## src/shared/primary_pointer_defs.svh

```systemverilog
`ifndef POINTER_DEFS_SVH
`define POINTER_DEFS_SVH

// register word indices; the bus byte address is four times the index
`define IDX_POINTER_LOW 8'h82
`define IDX_POINTER_HIGH 8'h83
`define IDX_AUX_CONTROL 8'ha2
`define IDX_CORE_OP 8'hc0

// auxiliary control field positions
`define AUX_SEL_BIT 0
`define AUX_ZERO_BIT 1
`define AUX_FLAG_BIT 3

// reset values
`define POINTER_RESET 16'h0000
`define AUX_RESET 8'h00

// axi responses
`define RESP_OKAY 2'b00
`define RESP_SLVERR 2'b10

`endif

```

## src/shared/primary_pointer_pkg.sv

```systemverilog
package ptr_op_pkg;
   typedef enum logic [1:0] {
      OP_NONE,
      OP_INC_POINTER,
      OP_INC_AUX
   } core_op_t;
endpackage

```

## src/rtl/aux_control_reg.sv

```systemverilog
`timescale 1ns/1ps
`include "primary_pointer_defs.svh"
module aux_control_reg (
   input wire logic aclk,
   input wire logic aresetn,
   input wire logic wr_en,
   input wire logic [7:0] wr_data,
   input wire logic inc_en,
   output logic [7:0] value,
   output logic select
);
   logic [7:0] aux_r;
   logic [7:0] aux_nxt;
   logic [7:0] inc_sum;

   // hard-wired zero absorbs the carry, so only the select bit moves
   always_comb begin
      inc_sum = aux_r + 8'h01;
      aux_nxt = aux_r;
      if (wr_en) begin
         aux_nxt = wr_data;
      end else if (inc_en) begin
         aux_nxt = inc_sum;
      end
      aux_nxt[`AUX_ZERO_BIT] = 1'b0;
      aux_nxt[2] = 1'b0;
   end

   always_ff @(posedge aclk) begin
      if (!aresetn) begin
         aux_r <= `AUX_RESET;
      end else begin
         aux_r <= aux_nxt;
      end
   end

   assign value = aux_r;
   assign select = aux_r[`AUX_SEL_BIT];
endmodule

```

## src/rtl/pointer_bank.sv

```systemverilog
`timescale 1ns/1ps
`include "primary_pointer_defs.svh"
module pointer_bank (
   input wire logic aclk,
   input wire logic aresetn,
   input wire logic select,
   input wire logic wr_low,
   input wire logic wr_high,
   input wire logic [7:0] wr_data,
   input wire logic inc_en,
   output logic [15:0] active
);
   logic [15:0] ptr_r [0:1];

   // only the selected entry ever changes; the other keeps its value
   genvar i;
   generate
      for (i = 0; i < 2; i++) begin : g_ptr
         always_ff @(posedge aclk) begin
            if (!aresetn) begin
               ptr_r[i] <= `POINTER_RESET;
            end else if (select == 1'(i)) begin
               if (wr_low) begin
                  ptr_r[i][7:0] <= wr_data;
               end else if (wr_high) begin
                  ptr_r[i][15:8] <= wr_data;
               end else if (inc_en) begin
                  ptr_r[i] <= ptr_r[i] + 16'h0001;
               end
            end
         end
      end
   endgenerate

   assign active = ptr_r[select];
endmodule

```

## src/rtl/dual_data_pointer_select.sv

```systemverilog
`timescale 1ns/1ps
`include "primary_pointer_defs.svh"
module dual_data_pointer_select (
   input wire logic aclk,
   input wire logic aresetn,
   input wire logic [11:0] s_axi_awaddr,
   input wire logic s_axi_awvalid,
   output logic s_axi_awready,
   input wire logic [31:0] s_axi_wdata,
   input wire logic [3:0] s_axi_wstrb,
   input wire logic s_axi_wvalid,
   output logic s_axi_wready,
   output logic [1:0] s_axi_bresp,
   output logic s_axi_bvalid,
   input wire logic s_axi_bready,
   input wire logic [11:0] s_axi_araddr,
   input wire logic s_axi_arvalid,
   output logic s_axi_arready,
   output logic [31:0] s_axi_rdata,
   output logic [1:0] s_axi_rresp,
   output logic s_axi_rvalid,
   input wire logic s_axi_rready,
   output logic [15:0] mem_address,
   output logic pointer_select,
   output logic user_flag_two
);

   ////////////////////////////////////////////////////////////////////////
   // write channel

   logic [11:0] awaddr_r;
   logic aw_have_r;
   logic [31:0] wdata_r;
   logic [3:0] wstrb_r;
   logic w_have_r;
   logic bvalid_r;
   logic [1:0] bresp_r;
   logic awready_r;
   logic wready_r;
   logic do_write;
   logic [9:0] wr_index;
   logic wr_lane0;

   assign do_write = aw_have_r && w_have_r && !bvalid_r;
   assign wr_index = awaddr_r[11:2];
   assign wr_lane0 = wstrb_r[0];

   always_ff @(posedge aclk) begin
      if (!aresetn) begin
         aw_have_r <= 1'b0;
         awaddr_r <= 12'h000;
         awready_r <= 1'b0;
      end else if (do_write) begin
         aw_have_r <= 1'b0;
         awready_r <= 1'b0;
      end else if (s_axi_awvalid && awready_r) begin
         aw_have_r <= 1'b1;
         awaddr_r <= s_axi_awaddr;
         awready_r <= 1'b0;
      end else begin
         awready_r <= !aw_have_r && !bvalid_r;
      end
   end

   always_ff @(posedge aclk) begin
      if (!aresetn) begin
         w_have_r <= 1'b0;
         wdata_r <= 32'h0000_0000;
         wstrb_r <= 4'h0;
         wready_r <= 1'b0;
      end else if (do_write) begin
         w_have_r <= 1'b0;
         wready_r <= 1'b0;
      end else if (s_axi_wvalid && wready_r) begin
         w_have_r <= 1'b1;
         wdata_r <= s_axi_wdata;
         wstrb_r <= s_axi_wstrb;
         wready_r <= 1'b0;
      end else begin
         wready_r <= !w_have_r && !bvalid_r;
      end
   end

   logic wr_hit;
   always_comb begin
      wr_hit = (wr_index == {2'b00, `IDX_POINTER_LOW}) ||
               (wr_index == {2'b00, `IDX_POINTER_HIGH}) ||
               (wr_index == {2'b00, `IDX_AUX_CONTROL}) ||
               (wr_index == {2'b00, `IDX_CORE_OP});
   end

   always_ff @(posedge aclk) begin
      if (!aresetn) begin
         bvalid_r <= 1'b0;
         bresp_r <= `RESP_OKAY;
      end else if (do_write) begin
         bvalid_r <= 1'b1;
         bresp_r <= wr_hit ? `RESP_OKAY : `RESP_SLVERR;
      end else if (s_axi_bready) begin
         bvalid_r <= 1'b0;
      end
   end

   assign s_axi_awready = awready_r;
   assign s_axi_wready = wready_r;
   assign s_axi_bvalid = bvalid_r;
   assign s_axi_bresp = bresp_r;

   ////////////////////////////////////////////////////////////////////////
   // register strobes; byte lane 0 only, upper lanes have no storage

   logic wr_low;
   logic wr_high;
   logic wr_aux;
   logic wr_op;
   ptr_op_pkg::core_op_t op_code;
   logic inc_pointer;
   logic inc_aux;

   assign wr_low = do_write && wr_lane0 &&
                   wr_index == {2'b00, `IDX_POINTER_LOW};
   assign wr_high = do_write && wr_lane0 &&
                    wr_index == {2'b00, `IDX_POINTER_HIGH};
   assign wr_aux = do_write && wr_lane0 &&
                   wr_index == {2'b00, `IDX_AUX_CONTROL};
   assign wr_op = do_write && wr_lane0 &&
                  wr_index == {2'b00, `IDX_CORE_OP};

   // the op register stands in for the core's inc instructions
   always_comb begin
      op_code = ptr_op_pkg::OP_NONE;
      if (wr_op) begin
         case (wdata_r[1:0])
            2'h1: op_code = ptr_op_pkg::OP_INC_POINTER;
            2'h2: op_code = ptr_op_pkg::OP_INC_AUX;
            default: op_code = ptr_op_pkg::OP_NONE;
         endcase
      end
   end

   assign inc_pointer = (op_code == ptr_op_pkg::OP_INC_POINTER);
   assign inc_aux = (op_code == ptr_op_pkg::OP_INC_AUX);

   ////////////////////////////////////////////////////////////////////////
   // storage

   logic [7:0] aux_value;
   logic sel;
   logic [15:0] active;

   aux_control_reg u_aux (
      .aclk(aclk),
      .aresetn(aresetn),
      .wr_en(wr_aux),
      .wr_data(wdata_r[7:0]),
      .inc_en(inc_aux),
      .value(aux_value),
      .select(sel)
   );

   pointer_bank u_bank (
      .aclk(aclk),
      .aresetn(aresetn),
      .select(sel),
      .wr_low(wr_low),
      .wr_high(wr_high),
      .wr_data(wdata_r[7:0]),
      .inc_en(inc_pointer),
      .active(active)
   );

   ////////////////////////////////////////////////////////////////////////
   // core-facing outputs, registered; one cycle behind the storage

   logic [15:0] mem_address_r;
   logic pointer_select_r;
   logic user_flag_two_r;

   always_ff @(posedge aclk) begin
      if (!aresetn) begin
         mem_address_r <= `POINTER_RESET;
         pointer_select_r <= 1'b0;
         user_flag_two_r <= 1'b0;
      end else begin
         mem_address_r <= active;
         pointer_select_r <= sel;
         user_flag_two_r <= aux_value[`AUX_FLAG_BIT];
      end
   end

   assign mem_address = mem_address_r;
   assign pointer_select = pointer_select_r;
   assign user_flag_two = user_flag_two_r;

   ////////////////////////////////////////////////////////////////////////
   // read channel

   logic arready_r;
   logic rvalid_r;
   logic [31:0] rdata_r;
   logic [1:0] rresp_r;
   logic [9:0] rd_index;

   assign rd_index = s_axi_araddr[11:2];

   always_ff @(posedge aclk) begin
      if (!aresetn) begin
         arready_r <= 1'b0;
         rvalid_r <= 1'b0;
         rdata_r <= 32'h0000_0000;
         rresp_r <= `RESP_OKAY;
      end else if (s_axi_arvalid && arready_r) begin
         arready_r <= 1'b0;
         rvalid_r <= 1'b1;
         rresp_r <= `RESP_OKAY;
         case (rd_index)
            {2'b00, `IDX_POINTER_LOW}:
               rdata_r <= {24'h000000, active[7:0]};
            {2'b00, `IDX_POINTER_HIGH}:
               rdata_r <= {24'h000000, active[15:8]};
            {2'b00, `IDX_AUX_CONTROL}:
               rdata_r <= {24'h000000, aux_value};
            {2'b00, `IDX_CORE_OP}:
               rdata_r <= 32'h0000_0000;
            default: begin
               rdata_r <= 32'h0000_0000;
               rresp_r <= `RESP_SLVERR;
            end
         endcase
      end else if (rvalid_r) begin
         if (s_axi_rready) begin
            rvalid_r <= 1'b0;
         end
      end else begin
         arready_r <= 1'b1;
      end
   end

   assign s_axi_arready = arready_r;
   assign s_axi_rvalid = rvalid_r;
   assign s_axi_rdata = rdata_r;
   assign s_axi_rresp = rresp_r;

   // the pointer left at one swap must come back unchanged at the next
   logic [15:0] left_r;
   logic [15:0] active_d_r;
   logic sel_d_r;

   always_ff @(posedge aclk) begin
      if (!aresetn) begin
         left_r <= `POINTER_RESET;
         active_d_r <= `POINTER_RESET;
         sel_d_r <= 1'b0;
      end else begin
         active_d_r <= active;
         sel_d_r <= sel;
         if (sel != sel_d_r) begin
            left_r <= active_d_r;
         end
      end
   end
endmodule

```

## config.mk

```make
export PLATFORM = sky130hd
export DESIGN_NAME = dual_data_pointer_select
export DESIGN_NICKNAME = d
export VERILOG_FILES = /design/src/shared/primary_pointer_pkg.sv /design/src/rtl/aux_control_reg.sv /design/src/rtl/pointer_bank.sv /design/src/rtl/dual_data_pointer_select.sv
export VERILOG_INCLUDE_DIRS = /design/src /design/src/shared
export SDC_FILE = /design/constraint.sdc
export NUM_CORES = 1
export LEC_CHECK = 0
export BUFFER_PORTS_ARGS = -buffer_cell sky130_fd_sc_hd__buf_2
export CAP_MARGIN = 20
export CORE_AREA = 2 2 94 96
export CTS_CLUSTER_DIAMETER = 150
export DETAILED_ROUTE_END_ITERATION = 16
export DIE_AREA = 0 0 96 98
export GPL_TIMING_DRIVEN = 0
export PLACE_DENSITY_LB_ADDON = 0.2
export SYNTH_ARGS = -nofsm -noshare
export SYNTH_HDL_FRONTEND = slang
export SYNTH_SLANG_ARGS = --single-unit
```

## constraint.sdc

```tcl
create_clock -name aclk -period 4.05 [get_ports aclk]
set_clock_uncertainty 0.2 [all_clocks]
set_input_delay 0.405 -clock aclk [delete_from_list [all_inputs] [get_ports aclk]]
set_output_delay 0.405 -clock aclk [all_outputs]
set_load 0.01 [all_outputs]
```

**Word level (Yosys, flattened, before mapping)**

Memories as Yosys holds them, arrays and structs flattened. A register that Yosys moved wholly into a read port is not among the register bits.
Index checks and enable logic that the tools add are counted.

- Add/subtract/negate cells: 3
- Equality and inequality tests: 12
- Multiplexer cells: 47
- Bitwise operators: 10
- Reduce and logical (&&, ||, !) cells: 27

Operator list:

| cell | count |
|---|---|
| $eq A10 B8 Y1 const B | 8 |
| $mux W8 | 10 |
| $add A16 B1 Y16 const B | 2 |
| $mux W1 | 32 |
| $pmux W8 S3 | 1 |
| $logic_and A1 B1 Y1 | 12 |
| $add A8 B1 Y8 const B | 1 |
| $or A1 B1 Y1 | 8 |
| $mux W2 | 3 |
| $reduce_or A3 Y1 | 2 |
| $eq A2 B1 Y1 const B | 2 |
| $eq A2 B2 Y1 const B | 2 |
| $pmux W2 S2 | 1 |
| $reduce_and A2 Y1 | 2 |
| $reduce_bool A2 Y1 | 2 |
| $reduce_or A2 Y1 | 2 |
| $reduce_or A4 Y1 | 1 |
| $logic_not A1 Y1 | 3 |
| $logic_or A1 B1 Y1 | 3 |
| $not A1 Y1 | 2 |

- Bits in registers: 90
- RAM bits: 32
- Output and inout port bits: 59
- Word-level logic and storage cells: 118
- Memories: 1

Memory list:

| memory | words | bits a word | rd ports | clocked after Yosys merged registers in | wr ports | line | RTL |
|---|---|---|---|---|---|---|---|
| u_bank.ptr_r | 2 | 16 | 3 | 1 | 2 | pointer_bank.sv:13 | `logic [15:0] ptr_r [0:1];` |

**Depth between registers and ports, before layout**

- Depth after elaboration: 13
- Mapped depth: 6
- Depth with buffers taken out: 5

**By module**

A second synthesis with hierarchy kept.

- Cell total of the unflattened synthesis: 499
- Area total of the unflattened synthesis: 4916.0 sq um

By module, submodules not included:

| module | times used | cells an instance | area an instance (sq um) |
|---|---|---|---|
| dual_data_pointer_select | 1 | 256 | 2401.1 |
| pointer_bank | 1 | 219 | 2250.9 |
| aux_control_reg | 1 | 24 | 264.0 |

**Least setup slack after synthesis**

No wires, ideal clock.

- Path kind: reg-to-reg
- From: register bvalid_r (netlist: s_axi_bvalid)
- To: memory u_bank.ptr_r[0][0] (enable)
- Library setup time: 384 ps
- Arrival time: 2027 ps
- Slack: 1439 ps
- Cell stages (with the launch flop): 7
- Path buffers: 2
- Period minus slack after synthesis: 2611 ps
- Cells stage by stage: dfxtp_1 and3b_1 clkbuf_1 and4_1 clkbuf_1 a22oi_1 o21ai_0

RTL lines:

| what | line | RTL |
|---|---|---|
| start, declared | dual_data_pointer_select.sv:36 | `logic bvalid_r;` |
| start signal, assigned | dual_data_pointer_select.sv:94 | `bvalid_r <= 1'b0;` |
| start signal, assigned | dual_data_pointer_select.sv:97 | `bvalid_r <= 1'b1;` |
| start signal, assigned | dual_data_pointer_select.sv:100 | `bvalid_r <= 1'b0;` |
| end, declared | pointer_bank.sv:13 |  |

==> flow_summary.yaml <==
logic_synthesis:
  synthAdderAreaFrac: 0.005321
  synth_edf_count: 32
  synth_top_family_by_area: "simple AND/OR/NAND/NOR gates"
  synth_cell_type_count: 53
  synthCells: 480
  synth_simple_gate_area_frac: 0.1905
  netlist_area_um2: 4703
  synth-compound-area-share: 0.1280
  yosysMostFrequentCell: "dfxtp_1"
  postSynthAreaPerCell_um2: 9.798
  synth.top_cell.area_share: 0.2596
  synth_common_cells: "dfxtp_1, nor2_1, mux2i_1, edfxtp_1"
  synth.area.mux_share: 0.09843
  async_flop_share: 0
  synth-xor-area-share: 0.03911
  yosys_warnings: 0
  yosysSeqAreaShare: 0.4640
  ys.flop_type: "dfxtp_1"
  ys_ff_latch: 93
  synth_area_leaders: "dfxtp_1, edfxtp_1, mux2i_1"
  synth_top_area_cell: "dfxtp_1"
clocking:
  post-cts-setup-buffers: 0
  clock_path_buffers: 2
  numCtsBuffers: 9
  cts.clk_slew.worst_paths_ns: 0.09
  cts_resized: 0
  h-tree-depth: 3
  root_buffer: "clkbuf_8"
  ctsHoldBuffers: 0
  clkSinkCount: 93
  cts_tree: "done"
  clk_latency_ns: 0.38
power:
  p_seq_frac: 0.573
  p_int_w: 0.001337
  total_leakage_power_nw: 2.102
  pwr-share-comb: 0.098
  p_switching_w: 0.0004668
  p_clk_frac: 0.329
  p_per_area_nw_per_um2: 329.5
  sw_frac_of_total: 0.2588
  peakVddDrop_mv: 0.1749
timing:
  setup_tns_ns: 0
  period_share: 0.7612
  max_freq_ghz: 0.3244
  setup_violations: 0
  drv_slew: 0
  worstMarginPinSlew_ns: 0.6799
  holdWs_ns: 0.03149
  report.final.hold_viol_count: 0
  rsz0062_at_grt: "no"
  period_needed_ns: 3.083
  relSlewSlack: 0.5419
floorplanning:
  die_x_um: 96
  start_util: 0.5556
  die_area_um2: 9408
  ios: 126
  core-area_um2: 8466
  dieHeight_um: 98
  rows: 34
global_routing:
  antenna_found_initial: 0
  grt_pass1_wl_um: 17890
  grt_max_degree: 16
  grt_pass1_vias: 3643
  track_usage: 0.2492
  grt_overflow_total: 0
status:
  outcome: "finished, final reports clean"
drt:
  via_per_inst: 5.586
  detail_route.wl_per_cell_um: 15.96
  drt_first_pass_iters: 5
  vias: 3910
  drtAntennaViolNets: 0
  drc: 0
  drt_wl_total_um: 11180
  dr.first_iter.drc_count: 243
cells_and_area:
  final_nets: 656
  antenna_cells: 0
  syn2layout_area_growth_pct: 16.39
  drive_above_1_share: 0.2297
place:
  place.gp.congestion: 0.9733
  io_buffer_count: 67
  hpwl_um: 8465
flow_run:
  drv_cap: 0
worst_setup_path:
  critical_path_arrival_ns: 2.96
  cp-start-kind: "flop"
  critPathMaxFanout: 10
  cp-end-kind: "flop"
  worstSetupPathType: "reg -> reg"
  required_ns: 3.93
worst_hold_path:
  hold_class: "in -> reg"
## critical path: stages, from the launching register on
cell and delay, ns:
dfxtp_1 0.34, nor3b_1 0.56, and4_1 0.33, clkbuf_1 0.36, a22oi_1 0.17, o21ai_0 0.53
buf_2 0.29
## layout by cell type, fill, tap and decap left out, drive strengths merged, types with 18 or more instances in the layout
cell	instances
conb	26
mux2i	35
inv	18
edfxtp	32
nand3	23
clkbuf	29
nor2	44
dfxtp	61
buf	102
o21ai	25
nand2	26
## area by class of cell
cell class	instances	area, µm²
well taps	108	135.1
clock inverters	5	31.28
inverters	16	60.06
plain buffers	49	287.8
multi-input cells	347	2267
fillers	725	2992
flip-flops and latches	93	2182
repair buffers	71	357.8
clock buffers	11	152.6
## logic make-up (layout without fill, tap and decap cells)
| logic type | Yosys count | after routing |
|---|---|---|
| other cells | 1 | 26 |
| simple gates | 167 | 167 |
| mux | 43 | 43 |
| xor+xnor | 21 | 21 |
| flops | 93 | 93 |
| fa+ha+maj | 2 | 2 |
| buf+inv | 65 | 152 |
| compound gates | 88 | 88 |
## flip-flops by register name, summed over array words and instances, names as in the netlist, named ones only
signal          count
aw_have_r           1
awaddr_r           10
mem_address        16
pointer_select      1
s_axi_arready       1
s_axi_awready       1
s_axi_bresp         1
s_axi_bvalid        1
s_axi_rdata         8
s_axi_rresp         1
s_axi_rvalid        1
s_axi_wready        1
u_aux.value         6
u_bank.ptr_r       32
user_flag_two       1
w_have_r            1
wdata_r             8
wstrb_r             1
## metrics by stage
step                      instance area, µm²  power, W  cells    util  setup WS, ns
after detailed placement                5283  0.001229    683  0.6240        0.8616
after floorplan                         4797  0.001165    505       -         1.439
after global placement                  5268  0.001223    680  0.6222        0.8206
after global routing                    5474  0.001873    700  0.6466        0.7406
final                                   5474  0.001804    700  0.6466        0.9671
after CTS                               5466  0.001811    699  0.6457        0.8358
## power groups by stage
stage,clock network (W),logic (W),registers (W)
finish,0.000593,0.000177,0.00103
global route,0.000638,0.000197,0.00104
CTS,0.000603,0.000176,0.00103
detailed placement,0,0.000175,0.00105
global placement,0,0.000170,0.00105
floorplan,0,0.000119,0.00105
## final timing paths
path,startpoint,endpoint,slack (ns),cells after the start
hold / removal,s_axi_awvalid,s_axi_awready,0.03,2
setup reg to reg,awaddr_r[9],u_bank.ptr_r[0][4],0.97,6
hold reg to reg,s_axi_rdata[4],s_axi_rdata[4],0.25,2
setup / recovery,awaddr_r[9],u_bank.ptr_r[0][4],0.97,6
## metal layers
layer  track usage  part of all wire
met2        0.3868              0.47
met3       0.05324             0.074
met4        0.1044             0.031
met1        0.3357              0.42
met5             0                 0
(Power assumes the default switching activity.)
